**src/shared/sbt_pkg.sv**
```systemverilog
package sbt_pkg;

  // tap controller states, gray coded along the usual walk
  typedef enum logic [3:0] {
    ST_RESET     = 4'h0,
    ST_IDLE      = 4'h1,
    ST_SEL_DR    = 4'h3,
    ST_CAP_DR    = 4'h2,
    ST_SHIFT_DR  = 4'h6,
    ST_EXIT1_DR  = 4'h7,
    ST_PAUSE_DR  = 4'h5,
    ST_EXIT2_DR  = 4'h4,
    ST_UPD_DR    = 4'hC,
    ST_SEL_IR    = 4'hD,
    ST_CAP_IR    = 4'hF,
    ST_SHIFT_IR  = 4'hE,
    ST_EXIT1_IR  = 4'hA,
    ST_PAUSE_IR  = 4'hB,
    ST_EXIT2_IR  = 4'h9,
    ST_UPD_IR    = 4'h8
  } sbt_state_t;

  localparam int          IR_W        = 3;
  localparam int          ID_W        = 32;
  localparam int          BSR_W_DEF   = 8;
  localparam logic [2:0]  INS_EXTEST  = 3'h0;
  localparam logic [2:0]  INS_IDCODE  = 3'h1;
  localparam logic [2:0]  INS_SAMPLEZ = 3'h2;
  localparam logic [2:0]  INS_SAMPLE  = 3'h4;
  localparam logic [2:0]  INS_BYPASS  = 3'h7;
  localparam logic [1:0]  IR_CAPTURE  = 2'h1;
  // arbitrary neutral identification value, bit 0 set as presence marker
  localparam logic [31:0] ID_CODE_DEF = 32'h0000_0001;
  localparam int          FIFO_DEPTH  = 16;

  // one captured snapshot of the i/o ring plus its instruction
  typedef struct packed {
    logic [2:0]  ins;
    logic [7:0]  ring;
  } sbt_snap_t;

endpackage

```
**src/hdl/sbt_tap.sv**
```systemverilog
// Overview of operation
// sample tms/tdi on rise, tdo on fall
// tms and tdi read high when open
// shift in at msb, out at lsb
// tdo driven only while shifting
// five tms-high rises reset the controller
// power-up reset floats tdo without tck
// one data register selected by instruction
// three-bit instruction register shifted in shift-ir
// idcode loaded at power-up and reset
// capture-ir loads 01 into low bits
// single-bit bypass, cleared under bypass
// boundary register captures ring, shifts in dr
// idcode captures hardwired 32-bit code
// idcode shifts identification register
// instruction takes effect at update-ir only
// all-zero code acts as sample, outputs float
// scans never drive memory or preload buffers
// sample-z shifts boundary, outputs float
// sample captures pins at capture-dr
// controller avoids the three reserved codes
// test clock no faster than 20 mhz
// standard sixteen-state controller driven by tms
// bypass is all ones, reserved select bypass
`timescale 1ns/10ps
`default_nettype none
module sbt_tap #(
  parameter int          BSR_W   = sbt_pkg::BSR_W_DEF,
  parameter logic [31:0] ID_CODE = sbt_pkg::ID_CODE_DEF
) (
  // system clock and reset
  input  wire logic             mclk_in,
  input  wire logic             resetn_in,
  // test port pins
  input  wire logic             tck_in,
  input  wire logic             tms_in,
  input  wire logic             tdi_in,
  output logic                  tdo_out,
  output logic                  tdo_oe_n_out,
  // i/o ring to observe
  input  wire logic [BSR_W-1:0] ring_in,
  // memory output float request
  output logic                  mem_hiz_out,
  // captured snapshot stream
  output logic                  snap_valid_out,
  output logic [BSR_W+2:0]      snap_data_out,
  input  wire logic             snap_ready_in,
  output logic                  snap_drop_out
);
  logic [2:0]             tck_s;
  logic [1:0]             tms_s;
  logic [1:0]             tdi_s;
  logic [BSR_W-1:0]       ring_s1;
  logic [BSR_W-1:0]       ring_s2;
  logic                   tck_rise;
  logic                   tck_fall;
  sbt_pkg::sbt_state_t    state;
  sbt_pkg::sbt_state_t    next_state;
  logic [2:0]             tms_run;
  logic [2:0]             ir_shift;
  logic [2:0]             ir;
  logic                   bypass;
  logic [31:0]            idreg;
  logic [BSR_W-1:0]       bsr;
  logic                   shift_out;
  logic                   fifo_ready;
  logic                   fifo_valid;
  logic [BSR_W+2:0]       fifo_data;
  sbt_pkg::sbt_snap_t     snap;

  // decode of the active instruction to the selected data register
  function automatic logic sel_bsr(input logic [2:0] ins);
    sel_bsr = ins == sbt_pkg::INS_EXTEST || ins == sbt_pkg::INS_SAMPLE ||
              ins == sbt_pkg::INS_SAMPLEZ;
  endfunction

  // pins come from the test clock domain; tms and tdi pull-ups are pad cells, so those reset to high, tck to low
  always_ff @(posedge mclk_in or negedge resetn_in) begin
    if (!resetn_in) begin
      tck_s <= 3'h0;
      tms_s <= 2'h3;
      tdi_s <= 2'h3;
    end else begin
      tck_s <= {tck_s[1:0], tck_in};
      tms_s <= {tms_s[0], tms_in};
      tdi_s <= {tdi_s[0], tdi_in};
    end
  end

  always_ff @(posedge mclk_in or negedge resetn_in) begin
    if (!resetn_in) begin
      ring_s1 <= '0;
      ring_s2 <= '0;
    end else begin
      ring_s1 <= ring_in;
      ring_s2 <= ring_s1;
    end
  end

  assign tck_rise = tck_s[1] && !tck_s[2];
  assign tck_fall = !tck_s[1] && tck_s[2];

  always_comb begin
    next_state = state;
    unique case (state)
      sbt_pkg::ST_RESET:    next_state = tms_s[1] ? sbt_pkg::ST_RESET : sbt_pkg::ST_IDLE;
      sbt_pkg::ST_IDLE:     next_state = tms_s[1] ? sbt_pkg::ST_SEL_DR : sbt_pkg::ST_IDLE;
      sbt_pkg::ST_SEL_DR:   next_state = tms_s[1] ? sbt_pkg::ST_SEL_IR : sbt_pkg::ST_CAP_DR;
      sbt_pkg::ST_CAP_DR:   next_state = tms_s[1] ? sbt_pkg::ST_EXIT1_DR : sbt_pkg::ST_SHIFT_DR;
      sbt_pkg::ST_SHIFT_DR: next_state = tms_s[1] ? sbt_pkg::ST_EXIT1_DR : sbt_pkg::ST_SHIFT_DR;
      sbt_pkg::ST_EXIT1_DR: next_state = tms_s[1] ? sbt_pkg::ST_UPD_DR : sbt_pkg::ST_PAUSE_DR;
      sbt_pkg::ST_PAUSE_DR: next_state = tms_s[1] ? sbt_pkg::ST_EXIT2_DR : sbt_pkg::ST_PAUSE_DR;
      sbt_pkg::ST_EXIT2_DR: next_state = tms_s[1] ? sbt_pkg::ST_UPD_DR : sbt_pkg::ST_SHIFT_DR;
      sbt_pkg::ST_UPD_DR:   next_state = tms_s[1] ? sbt_pkg::ST_SEL_DR : sbt_pkg::ST_IDLE;
      sbt_pkg::ST_SEL_IR:   next_state = tms_s[1] ? sbt_pkg::ST_RESET : sbt_pkg::ST_CAP_IR;
      sbt_pkg::ST_CAP_IR:   next_state = tms_s[1] ? sbt_pkg::ST_EXIT1_IR : sbt_pkg::ST_SHIFT_IR;
      sbt_pkg::ST_SHIFT_IR: next_state = tms_s[1] ? sbt_pkg::ST_EXIT1_IR : sbt_pkg::ST_SHIFT_IR;
      sbt_pkg::ST_EXIT1_IR: next_state = tms_s[1] ? sbt_pkg::ST_UPD_IR : sbt_pkg::ST_PAUSE_IR;
      sbt_pkg::ST_PAUSE_IR: next_state = tms_s[1] ? sbt_pkg::ST_EXIT2_IR : sbt_pkg::ST_PAUSE_IR;
      sbt_pkg::ST_EXIT2_IR: next_state = tms_s[1] ? sbt_pkg::ST_UPD_IR : sbt_pkg::ST_SHIFT_IR;
      sbt_pkg::ST_UPD_IR:   next_state = tms_s[1] ? sbt_pkg::ST_SEL_DR : sbt_pkg::ST_IDLE;
    endcase
  end

  // the counter forces reset even if a walk through the diagram would take longer
  always_ff @(posedge mclk_in or negedge resetn_in) begin
    if (!resetn_in) begin
      state   <= sbt_pkg::ST_RESET;
      tms_run <= 3'h0;
    end else if (tck_rise) begin
      if (!tms_s[1]) begin
        tms_run <= 3'h0;
        state   <= next_state;
      end else if (tms_run == 3'h4) begin
        tms_run <= 3'h4;
        state   <= sbt_pkg::ST_RESET;
      end else begin
        tms_run <= tms_run + 3'h1;
        state   <= next_state;
      end
    end
  end

  // instruction shift and update
  always_ff @(posedge mclk_in or negedge resetn_in) begin
    if (!resetn_in) begin
      ir_shift <= sbt_pkg::INS_IDCODE;
      ir       <= sbt_pkg::INS_IDCODE;
    end else if (state == sbt_pkg::ST_RESET) begin
      // load at once on entry, so the float request clears without another tck
      ir <= sbt_pkg::INS_IDCODE;
    end else if (tck_rise) begin
      unique case (state)
        sbt_pkg::ST_CAP_IR:   ir_shift <= {1'b0, sbt_pkg::IR_CAPTURE};
        sbt_pkg::ST_SHIFT_IR: ir_shift <= {tdi_s[1], ir_shift[2:1]};
        sbt_pkg::ST_UPD_IR:   ir <= ir_shift;
        default: ;
      endcase
    end
  end

  // data registers; captures only, nothing is ever driven into the memory
  always_ff @(posedge mclk_in or negedge resetn_in) begin
    if (!resetn_in) begin
      bypass <= 1'b0;
      idreg  <= '0;
      bsr    <= '0;
    end else if (tck_rise) begin
      if (state == sbt_pkg::ST_CAP_DR) begin
        bypass <= 1'b0;
        if (ir == sbt_pkg::INS_IDCODE) begin
          idreg <= ID_CODE;
        end
        if (sel_bsr(ir)) begin
          bsr <= ring_s2;
        end
      end else if (state == sbt_pkg::ST_SHIFT_DR) begin
        if (ir == sbt_pkg::INS_IDCODE) begin
          idreg <= {tdi_s[1], idreg[31:1]};
        end else if (sel_bsr(ir)) begin
          bsr <= {tdi_s[1], bsr[BSR_W-1:1]};
        end else begin
          bypass <= tdi_s[1];
        end
      end
    end
  end

  always_comb begin
    if (state == sbt_pkg::ST_SHIFT_IR) begin
      shift_out = ir_shift[0];
    end else if (ir == sbt_pkg::INS_IDCODE) begin
      shift_out = idreg[0];
    end else if (sel_bsr(ir)) begin
      shift_out = bsr[0];
    end else begin
      shift_out = bypass;
    end
  end

  // tdo changes only on the falling test clock edge
  always_ff @(posedge mclk_in or negedge resetn_in) begin
    if (!resetn_in) begin
      tdo_out      <= 1'b0;
      tdo_oe_n_out <= 1'b1;
    end else if (tck_fall) begin
      tdo_out      <= shift_out;
      tdo_oe_n_out <= !(state == sbt_pkg::ST_SHIFT_DR || state == sbt_pkg::ST_SHIFT_IR);
    end
  end

  // float request follows the active instruction, updated on the system clock
  always_ff @(posedge mclk_in or negedge resetn_in) begin
    if (!resetn_in) begin
      mem_hiz_out <= 1'b0;
    end else begin
      mem_hiz_out <= ir == sbt_pkg::INS_EXTEST || ir == sbt_pkg::INS_SAMPLEZ;
    end
  end

  // each boundary capture is queued for the observer; a full queue drops and flags
  assign snap.ins  = ir;
  assign snap.ring = ring_s2[7:0];

  sbt_fifo #(
    .W (BSR_W + 3),
    .D (sbt_pkg::FIFO_DEPTH)
  ) u_fifo (
    .mclk_in       (mclk_in),
    .resetn_in     (resetn_in),
    .in_valid_in   (tck_rise && state == sbt_pkg::ST_CAP_DR && sel_bsr(ir)),
    .in_data_in    (snap),
    .in_ready_out  (fifo_ready),
    .out_valid_out (fifo_valid),
    .out_data_out  (fifo_data),
    .out_ready_in  (snap_ready_in && !snap_valid_out)
  );

  always_ff @(posedge mclk_in or negedge resetn_in) begin
    if (!resetn_in) begin
      snap_valid_out <= 1'b0;
      snap_data_out  <= '0;
    end else if (snap_valid_out) begin
      snap_valid_out <= !snap_ready_in;
    end else if (fifo_valid && snap_ready_in) begin
      snap_valid_out <= 1'b1;
      snap_data_out  <= fifo_data;
    end
  end

  always_ff @(posedge mclk_in or negedge resetn_in) begin
    if (!resetn_in) begin
      snap_drop_out <= 1'b0;
    end else begin
      snap_drop_out <= tck_rise && state == sbt_pkg::ST_CAP_DR && sel_bsr(ir) && !fifo_ready;
    end
  end
endmodule
`default_nettype wire

```
**src/hdl/sbt_fifo.sv**
```systemverilog
`timescale 1ns/10ps
`default_nettype none
module sbt_fifo #(
  parameter int W = 11,
  parameter int D = 16
) (
  // clock and reset
  input  wire logic         mclk_in,
  input  wire logic         resetn_in,
  // fill side
  input  wire logic         in_valid_in,
  input  wire logic [W-1:0] in_data_in,
  output logic              in_ready_out,
  // drain side
  output logic              out_valid_out,
  output logic [W-1:0]      out_data_out,
  input  wire logic         out_ready_in
);
  localparam int AW = $clog2(D);
  logic [W-1:0] mem [D];
  logic [AW:0]  wr_ptr;
  logic [AW:0]  rd_ptr;
  logic         push;
  logic         pop;

  assign in_ready_out  = (wr_ptr - rd_ptr) != (AW+1)'(D);
  assign out_valid_out = wr_ptr != rd_ptr;
  assign out_data_out  = mem[rd_ptr[AW-1:0]];
  assign push          = in_valid_in && in_ready_out;
  assign pop           = out_valid_out && out_ready_in;

  always_ff @(posedge mclk_in) begin
    if (push) begin
      mem[wr_ptr[AW-1:0]] <= in_data_in;
    end
  end

  always_ff @(posedge mclk_in or negedge resetn_in) begin
    if (!resetn_in) begin
      wr_ptr <= '0;
      rd_ptr <= '0;
    end else begin
      if (push) begin
        wr_ptr <= wr_ptr + 1'b1;
      end
      if (pop) begin
        rd_ptr <= rd_ptr + 1'b1;
      end
    end
  end
endmodule
`default_nettype wire

```
**config.mk**
```make
export PLATFORM = sky130hd
export DESIGN_NAME = sbt_tap
export DESIGN_NICKNAME = d
export VERILOG_FILES = /design/src/shared/sbt_pkg.sv /design/src/hdl/sbt_tap.sv /design/src/hdl/sbt_fifo.sv
export SDC_FILE = /design/constraint.sdc
export NUM_CORES = 1
export LEC_CHECK = 0
export ABC_AREA = 0
export BUFFER_PORTS_ARGS = -buffer_cell sky130_fd_sc_hd__clkbuf_2
export CAP_MARGIN = 20
export CORE_MARGIN = 3
export CORE_UTILIZATION = 55
export CTS_BUF_LIST = sky130_fd_sc_hd__clkbuf_8
export DETAILED_ROUTE_END_ITERATION = 10
export GPL_ROUTABILITY_DRIVEN = 0
export PLACE_DENSITY = 0.72
export REMOVE_ABC_BUFFERS = 1
export SLEW_MARGIN = 20
export SYNTH_ARGS = -nofsm -noshare
export SYNTH_HDL_FRONTEND = slang
export SYNTH_SLANG_ARGS = --single-unit
```
**constraint.sdc**
```tcl
create_clock -name mclk_in -period 10.33 [get_ports mclk_in]
set_clock_uncertainty 0.1 [all_clocks]
set_input_delay 1.033 -clock mclk_in [delete_from_list [all_inputs] [get_ports mclk_in]]
set_output_delay 1.033 -clock mclk_in [all_outputs]
set_load 0.1 [all_outputs]
```
# Word level (Yosys, flattened, before mapping)
# Memories as Yosys holds them, arrays and structs flattened. A register that Yosys moved wholly into a read port is not among the register bits.
# Index checks and enable logic that the tools add are counted.
# word_totals
register_bits,92
ramBits,176
input_bits,14
output_inout_bits,16
wordCells,127
mem_count,1
# op_classes
addsub,4
n_eq_ne,25
n_mux,41
bitwise,2
n_reduce_logical,35
# memory_table
memory,words,width,rd,rd_clocked_by_memory_dff,wr,line_no,text
u_fifo.mem,16,11,1,1,1,sbt_fifo.sv:20,logic [W-1:0] mem [D];
# op_table
cell,count
two-way mux 32 bit,4
one-hot mux 4 bit (12 select lines),1
two-way mux 8 bit,5
equality test 4 bit (second input constant),8
two-way mux 4 bit,6
two-way mux 3 bit,7
equality test 4 x 3 -> 1 bit (second input constant),4
two-way mux 1 bit,14
AND reduction 4 bit,3
adder 5 x 1 -> 5 bit (second input constant),2
logical AND 1 bit,9
equality test 4 x 2 -> 1 bit (second input constant),2
nonzero test 2 bit,4
zero test 1 bit,7
equality test 3 bit (second input constant),2
two-way mux 2 bit,3
!= test 2 bit (second input constant),3
one-hot mux 3 bit (2 select lines),1
!= test 5 bit,1
!= test 5 bit (second input constant),1
subtractor 5 bit,1
equality test 4 x 1 -> 1 bit (second input constant),1
zero test 4 bit,1
logical OR 1 bit,4
other kinds (10),13

# Depth between registers and ports, before layout
# depth
ltp_word,7
depth_mapped,12
mapped_depth_nobuf,8

# Cells and area by module
# Synthesis repeated with hierarchy kept, for this count alone.
# unflattened
cells_unflattened,772
hier_area_um2,11429.7
# by_module_without_submodules
module,instances,cells_each,area_per_inst_um2,seq_area_each_um2
sbt_fifo,1,418,7673.6,5535.3
sbt_tap,1,354,3756.1,2336.0

# Worst setup path before layout
# OpenSTA, ideal clock, no wires.
# synth_path
path_type,flip-flop to flip-flop
from,register u_fifo.rd_ptr[1]
to,memory u_fifo.mem[15][0] (enable)
setup_time_ns,0.349
arrival_ns,2.973
required_ns,9.881
setup_slack_ns,6.908
stages_incl_launch_ff,13
n_path_buf,4
synth_period_minus_slack_ns,3.422
cell_sequence,dfrtp_1 > clkbuf_1 > clkbuf_1 > inv_1 > ha_1 > nor2b_1 > o21a_1 > o21a_1 > o22ai_1 > and2_1 > buf_2 > buf_4 > and3_1
# synth_via
elab_chain_len,5
# synth_rtl
item,line_no,text
from (decl),sbt_fifo.sv:22,logic [AW:0] rd_ptr;
from (signal assigned),sbt_fifo.sv:47,rd_ptr <= rd_ptr + 1'b1;
subtractor 5 bit,sbt_fifo.sv:26,assign in_ready_out = (wr_ptr - rd_ptr) != (AW+1)'(D);
!= test 5 bit,sbt_fifo.sv:26,
logical AND 1 bit,sbt_fifo.sv:29,assign push = in_valid_in && in_ready_out;
two-way mux 1 bit,sbt_fifo.sv:33,if (push) begin
two-way mux 1 bit (not written as such),sbt_fifo.sv:34,mem[wr_ptr[AW-1:0]] <= in_data_in;
to (decl),sbt_fifo.sv:20,
# Every way passes these cells.

# Worst setup path after layout
# layout_path
from,register u_fifo.rd_ptr[1]
to,memory u_fifo.mem[5][5] (enable)
# Same word-level chain as after synthesis.

==> run summary <==
The flow ran to the end, and the final reports show no timing, DRC or antenna violations. The class of the most critical hold timing path is reg2reg. The final period demand of the worst path is 4290 ps.

Of all cell types, the one taking the most synthesized area is sky130_fd_sc_hd__edfxtp_1. The multi-input combinational cells in the finished layout cover a total of 2860 um2. The number of inserted diodes came out at 0. The global route total overflow came out at 0. Detailed placement ended at an HPWL of 14300 um.

For this run, design rule violations remaining after detail routing come to 0. Derived from the worst setup path, the maximum achievable clock frequency is 233 MHz. Among all flip-flop cells after synthesis, the most frequent one is sky130_fd_sc_hd__edfxtp_1. The final clock period utilization by the worst path came out at 0.415. The combinational fraction of design power is 0.238.

The number of antenna violations at the first check in global routing came to 0. The total power came out at 3.01 mW. The worst setup path is captured at a register. The most used cell along the critical path is sky130_fd_sc_hd__o21a_1. The summed instance area of the synthesized netlist is 11000 um2. The share of synthesized area in the top cell type comes to 0.482. The number of buffers inserted during clock tree synthesis is 45. The initial detailed-routing violation count came out at 493.

The total detailed-routing wirelength came out at 23000 um. The x dimension of the die is 147 um. The type of the setup path with the least slack is reg2reg. Of the total power, the share spent switching nets is 0.319.

Of the total synthesized cell area, the portion taken by XOR and XNOR cells is 0.00800. Yosys mapped a number of flops with a built-in enable equal to 176. The layout-stage area growth over the synthesis result is 11.2%. The area fraction in compound gates after synthesis came out at 0.0587. The via count of the first global-routing pass came out at 5917. Walking the worst path, the cells encountered are inv_1, ha_1, nor2b_1, o21a_1, o21a_1, o22ai_1, and2_1, and4b_1. The number of levels in the clock H-tree came out at 2. The adder and majority cell fraction of the synthesized area came out at 0.0135.

TritonCTS built the clock tree. The setup-violating endpoint count in the final report is 0. Measured on the finished design, the core utilization comes to 0.636.

For the pin with the worst max-slew slack, the measured transition is 1060 ps. Of the total power, the clock network draws 0.308. The number of different library cells used by synthesis comes to 47. Across the VDD grid, the largest voltage drop is 0.000125 V. The die footprint came out at 21600 um2.

The initial utilization of the core area, before any placement, comes to 0.572. The buffer depth of the longest clock path came out at 3. Port buffering added 29 buffers. The final-layout fill cell count came out at 1383. The delay of the slowest cell on the worst path came out at 1060 ps. The buffer count from post-CTS setup fixing is 0. The register bit total from synthesis is 279. The total count of max-transition violations in the final report came to 0. The worst hold slack came out at 248 ps. The share of the Yosys chip area taken by registers is 0.719.

The mux contribution to synthesized area is 0.134. After floorplanning, the core was divided into 50 placement rows. The number of hold buffers added after CTS was 0. The largest individual stage delay along the critical path comes from the cell sky130_fd_sc_hd__dfrtp_2.

The share of synthesized cell area in and, or, nand and nor gates is 0.0461. The placeable core region is 19100 um2. The overall global routing resource usage came out at 0.219. The setup slack on the worst flop-to-flop path came out at 6040 ps. The worst-skew pair later-pin latency is 530 ps. Yosys printed 0 warnings. The number of clock sinks came out at 279.

For this design the ratio of total power to cell area is 247 nW/um2. By area the synthesized netlist is led by sky130_fd_sc_hd__edfxtp_1 (48%), sky130_fd_sc_hd__dfrtp_1 (22%), sky130_fd_sc_hd__mux4_2 (11%), sky130_fd_sc_hd__a22o_1 (2.8%), sky130_fd_sc_hd__dfstp_2 (1.7%). The number of failing hold endpoints at the final stage came to 0. The async set-or-reset flop fraction in the synthesized netlist is 0.369. The sequential group share of total power came out at 0.454. In this run the mean area of a mapped cell was 17.9 um2.

Setup repair after global routing left no endpoint under its margin. The clock edge transition at the registers on the reported setup and hold paths is 60 ps. The fraction of layout instances using a drive strength above 1 came out at 0.251. The aggregate negative setup slack came out at 0 ps. The worst register-to-register path begins at u_fifo.rd_ptr[1]. For this design the static power due to leakage is 4.51 nW. In the final layout, flip-flops and latches occupy 7870 um2.

The detailed-router iteration count before antenna repair is 5. The clock tree root buffer cell is sky130_fd_sc_hd__clkbuf_8. The via count came out at 5897.

The hold path depth is 0. The mean routed wirelength per cell is 24.1 um. The biggest fanout along the worst timing path is 47. The number of top-level design ports is 30. Data on the critical path is required at its endpoint by 10390 ps. The per-cell via count in the routed design is 6.18.

The synthesized instance count came out at 613. The max-slew headroom at the worst pin is 0.296. The worst setup path is launched from a register.

The first global-routing pass estimated 35800 um of wire. In this run the remaining antenna-violating nets after routing total 0. The reported net switching power came out at 0.961 mW. The height of the die came out at 147 um. The number of max-capacitance violations reported came out at 0. In this run the worst setup path begins at u_fifo.rd_ptr[1]. Following the worst setup path forward leads to its endpoint at u_fifo.mem[5][5].

The length in cells of the worst reg-to-reg path came out at 8. The worst path arrival time came out at 4350 ps. Post-CTS repair changed the size of 0 cells. The dominant combinational cell family by area after synthesis is multiplexers. The final net count is 683. The endpoint identified for the worst register-to-register timing path is u_fifo.mem[5][5]. The pin count of the biggest net entering global routing came out at 87. The internal power of the cells totals 2.05 mW.
==> power groups by stage <==
stage / registers (mW) / logic (mW) / clock network [mW]
floorplan: 1.55 / 0.375 / 0
global placement: 1.38 / 0.706 / 0
detailed placement: 1.39 / 0.722 / 0
CTS: 1.37 / 0.724 / 0.949
global route: 1.38 / 0.756 / 1.01
finish: 1.37 / 0.716 / 0.927
==> critical path, delay by kind of cell (launching register included) <==
| kind | cells | cell delay (ps) |
|---|---|---|
| buf+inv | 1 | 150 |
| simple gates | 3 | 1480 |
| fa+ha+maj | 1 | 370 |
| flops | 1 | 1060 |
| compound gates | 3 | 760 |
==> sequential cells by signal, indices dropped and copies added, names as in the netlist, 2 cells and up <==
name / flops
bsr: 8
idreg: 32
ir: 3
ir_shift: 3
ring_s1: 8
ring_s2: 8
snap_data_out: 11
state: 4
tck_s: 3
tdi_s: 2
tms_run: 3
tms_s: 2
u_fifo.mem: 176
u_fifo.rd_ptr: 5
u_fifo.wr_ptr: 5
==> through the flow <==
step	cell area [um2]	cells	worst slack, ps
after floorplan	10800	578	6110
final	12200	954	6040
after global placement	11300	871	6310
after detailed placement	11300	871	6140
after CTS	12200	954	6120
after global routing	12200	954	5810
==> routing by layer <==
layer | GRT usage | part of all wire | up-vias
met5 | 0 | 0 | -
li1 | - | - | 2506
met1 | 0.321 | 0.41 | 3023
met2 | 0.338 | 0.47 | 318
met3 | 0.0515 | 0.089 | 50
met4 | 0.0624 | 0.027 | 0
==> worst min-delay path by stage <==
stage                    start              to  slack, ps
floorplan           ring_s1[0]      ring_s2[0]        230
global placement    ring_s1[5]      ring_s2[5]        230
detailed placement  ring_s1[0]      ring_s2[0]        240
CTS                  resetn_in  snap_valid_out        250
global route         resetn_in  snap_valid_out        260
finish              ring_s1[0]      ring_s2[0]        250
==> area by class of cell <==
class                      count  share of cell area
tap                          260              0.0267
sequential                   279               0.646
timing repair buffer          33              0.0149
clock buffer                  45              0.0508
multi-input combinational    284               0.235
inverter                      15             0.00462
clock inverter                38              0.0220
==> logic make-up (layout without fill, tap and decap cells) <==
kind of cell	Yosys count	in the layout
flops	279	279
compound gates	93	93
buf+inv	50	131
simple gates	94	94
xor+xnor	10	10
fa+ha+maj	12	12
mux	75	75
==> placed cells by master, fill, tap and decap left out, types with 3 or more instances in the layout <==
| cell | n |
|---|---|
| sky130_fd_sc_hd__and4b_1 | 4 |
| sky130_fd_sc_hd__inv_1 | 26 |
| sky130_fd_sc_hd__mux4_1 | 3 |
| sky130_fd_sc_hd__edfxtp_1 | 176 |
| sky130_fd_sc_hd__bufinv_16 | 4 |
| sky130_fd_sc_hd__buf_4 | 4 |
| sky130_fd_sc_hd__a22o_1 | 35 |
| sky130_fd_sc_hd__or3_1 | 3 |
| sky130_fd_sc_hd__dfrtp_1 | 94 |
| sky130_fd_sc_hd__nor3_1 | 6 |
| sky130_fd_sc_hd__dfstp_2 | 7 |
| sky130_fd_sc_hd__nor2_1 | 13 |
| sky130_fd_sc_hd__nand2b_1 | 6 |
| sky130_fd_sc_hd__nor2b_1 | 6 |
| sky130_fd_sc_hd__mux2i_1 | 7 |
| sky130_fd_sc_hd__clkbuf_2 | 28 |
| sky130_fd_sc_hd__nand2_1 | 22 |
| sky130_fd_sc_hd__mux2_2 | 13 |
| sky130_fd_sc_hd__clkinv_2 | 10 |
| sky130_fd_sc_hd__a21oi_1 | 15 |
| sky130_fd_sc_hd__o22ai_1 | 3 |
| sky130_fd_sc_hd__nand3_1 | 5 |
| sky130_fd_sc_hd__o21ai_0 | 24 |
| sky130_fd_sc_hd__nor4_1 | 3 |
| sky130_fd_sc_hd__and3_1 | 13 |
| sky130_fd_sc_hd__xnor2_1 | 10 |
| sky130_fd_sc_hd__clkbuf_8 | 45 |
| sky130_fd_sc_hd__ha_1 | 11 |
| sky130_fd_sc_hd__clkinv_1 | 11 |
| sky130_fd_sc_hd__mux4_2 | 52 |
| sky130_fd_sc_hd__nand4_1 | 4 |
| sky130_fd_sc_hd__a2111oi_0 | 3 |
==> Yosys cell counts, drive strengths merged, types with 2 or more instances <==
| cell type | count |
|---|---|
| a2111oi | 3 |
| a21oi | 15 |
| a22o | 35 |
| a22oi | 2 |
| a31oi | 2 |
| and2 | 2 |
| and3 | 13 |
| and4b | 4 |
| buf | 15 |
| clkbuf | 20 |
| dfrtp | 96 |
| dfstp | 7 |
| edfxtp | 176 |
| ha | 11 |
| inv | 15 |
| mux2 | 13 |
| mux2i | 7 |
| mux4 | 55 |
| nand2 | 24 |
| nand2b | 6 |
| nand3 | 5 |
| nand4 | 4 |
| nor2 | 14 |
| nor2b | 6 |
| nor3 | 8 |
| nor4 | 3 |
| o211ai | 2 |
| o21a | 2 |
| o21ai | 25 |
| o22ai | 3 |
| or3 | 3 |
| xnor2 | 10 |
Note: power is estimated with default switching activity, not from simulation.
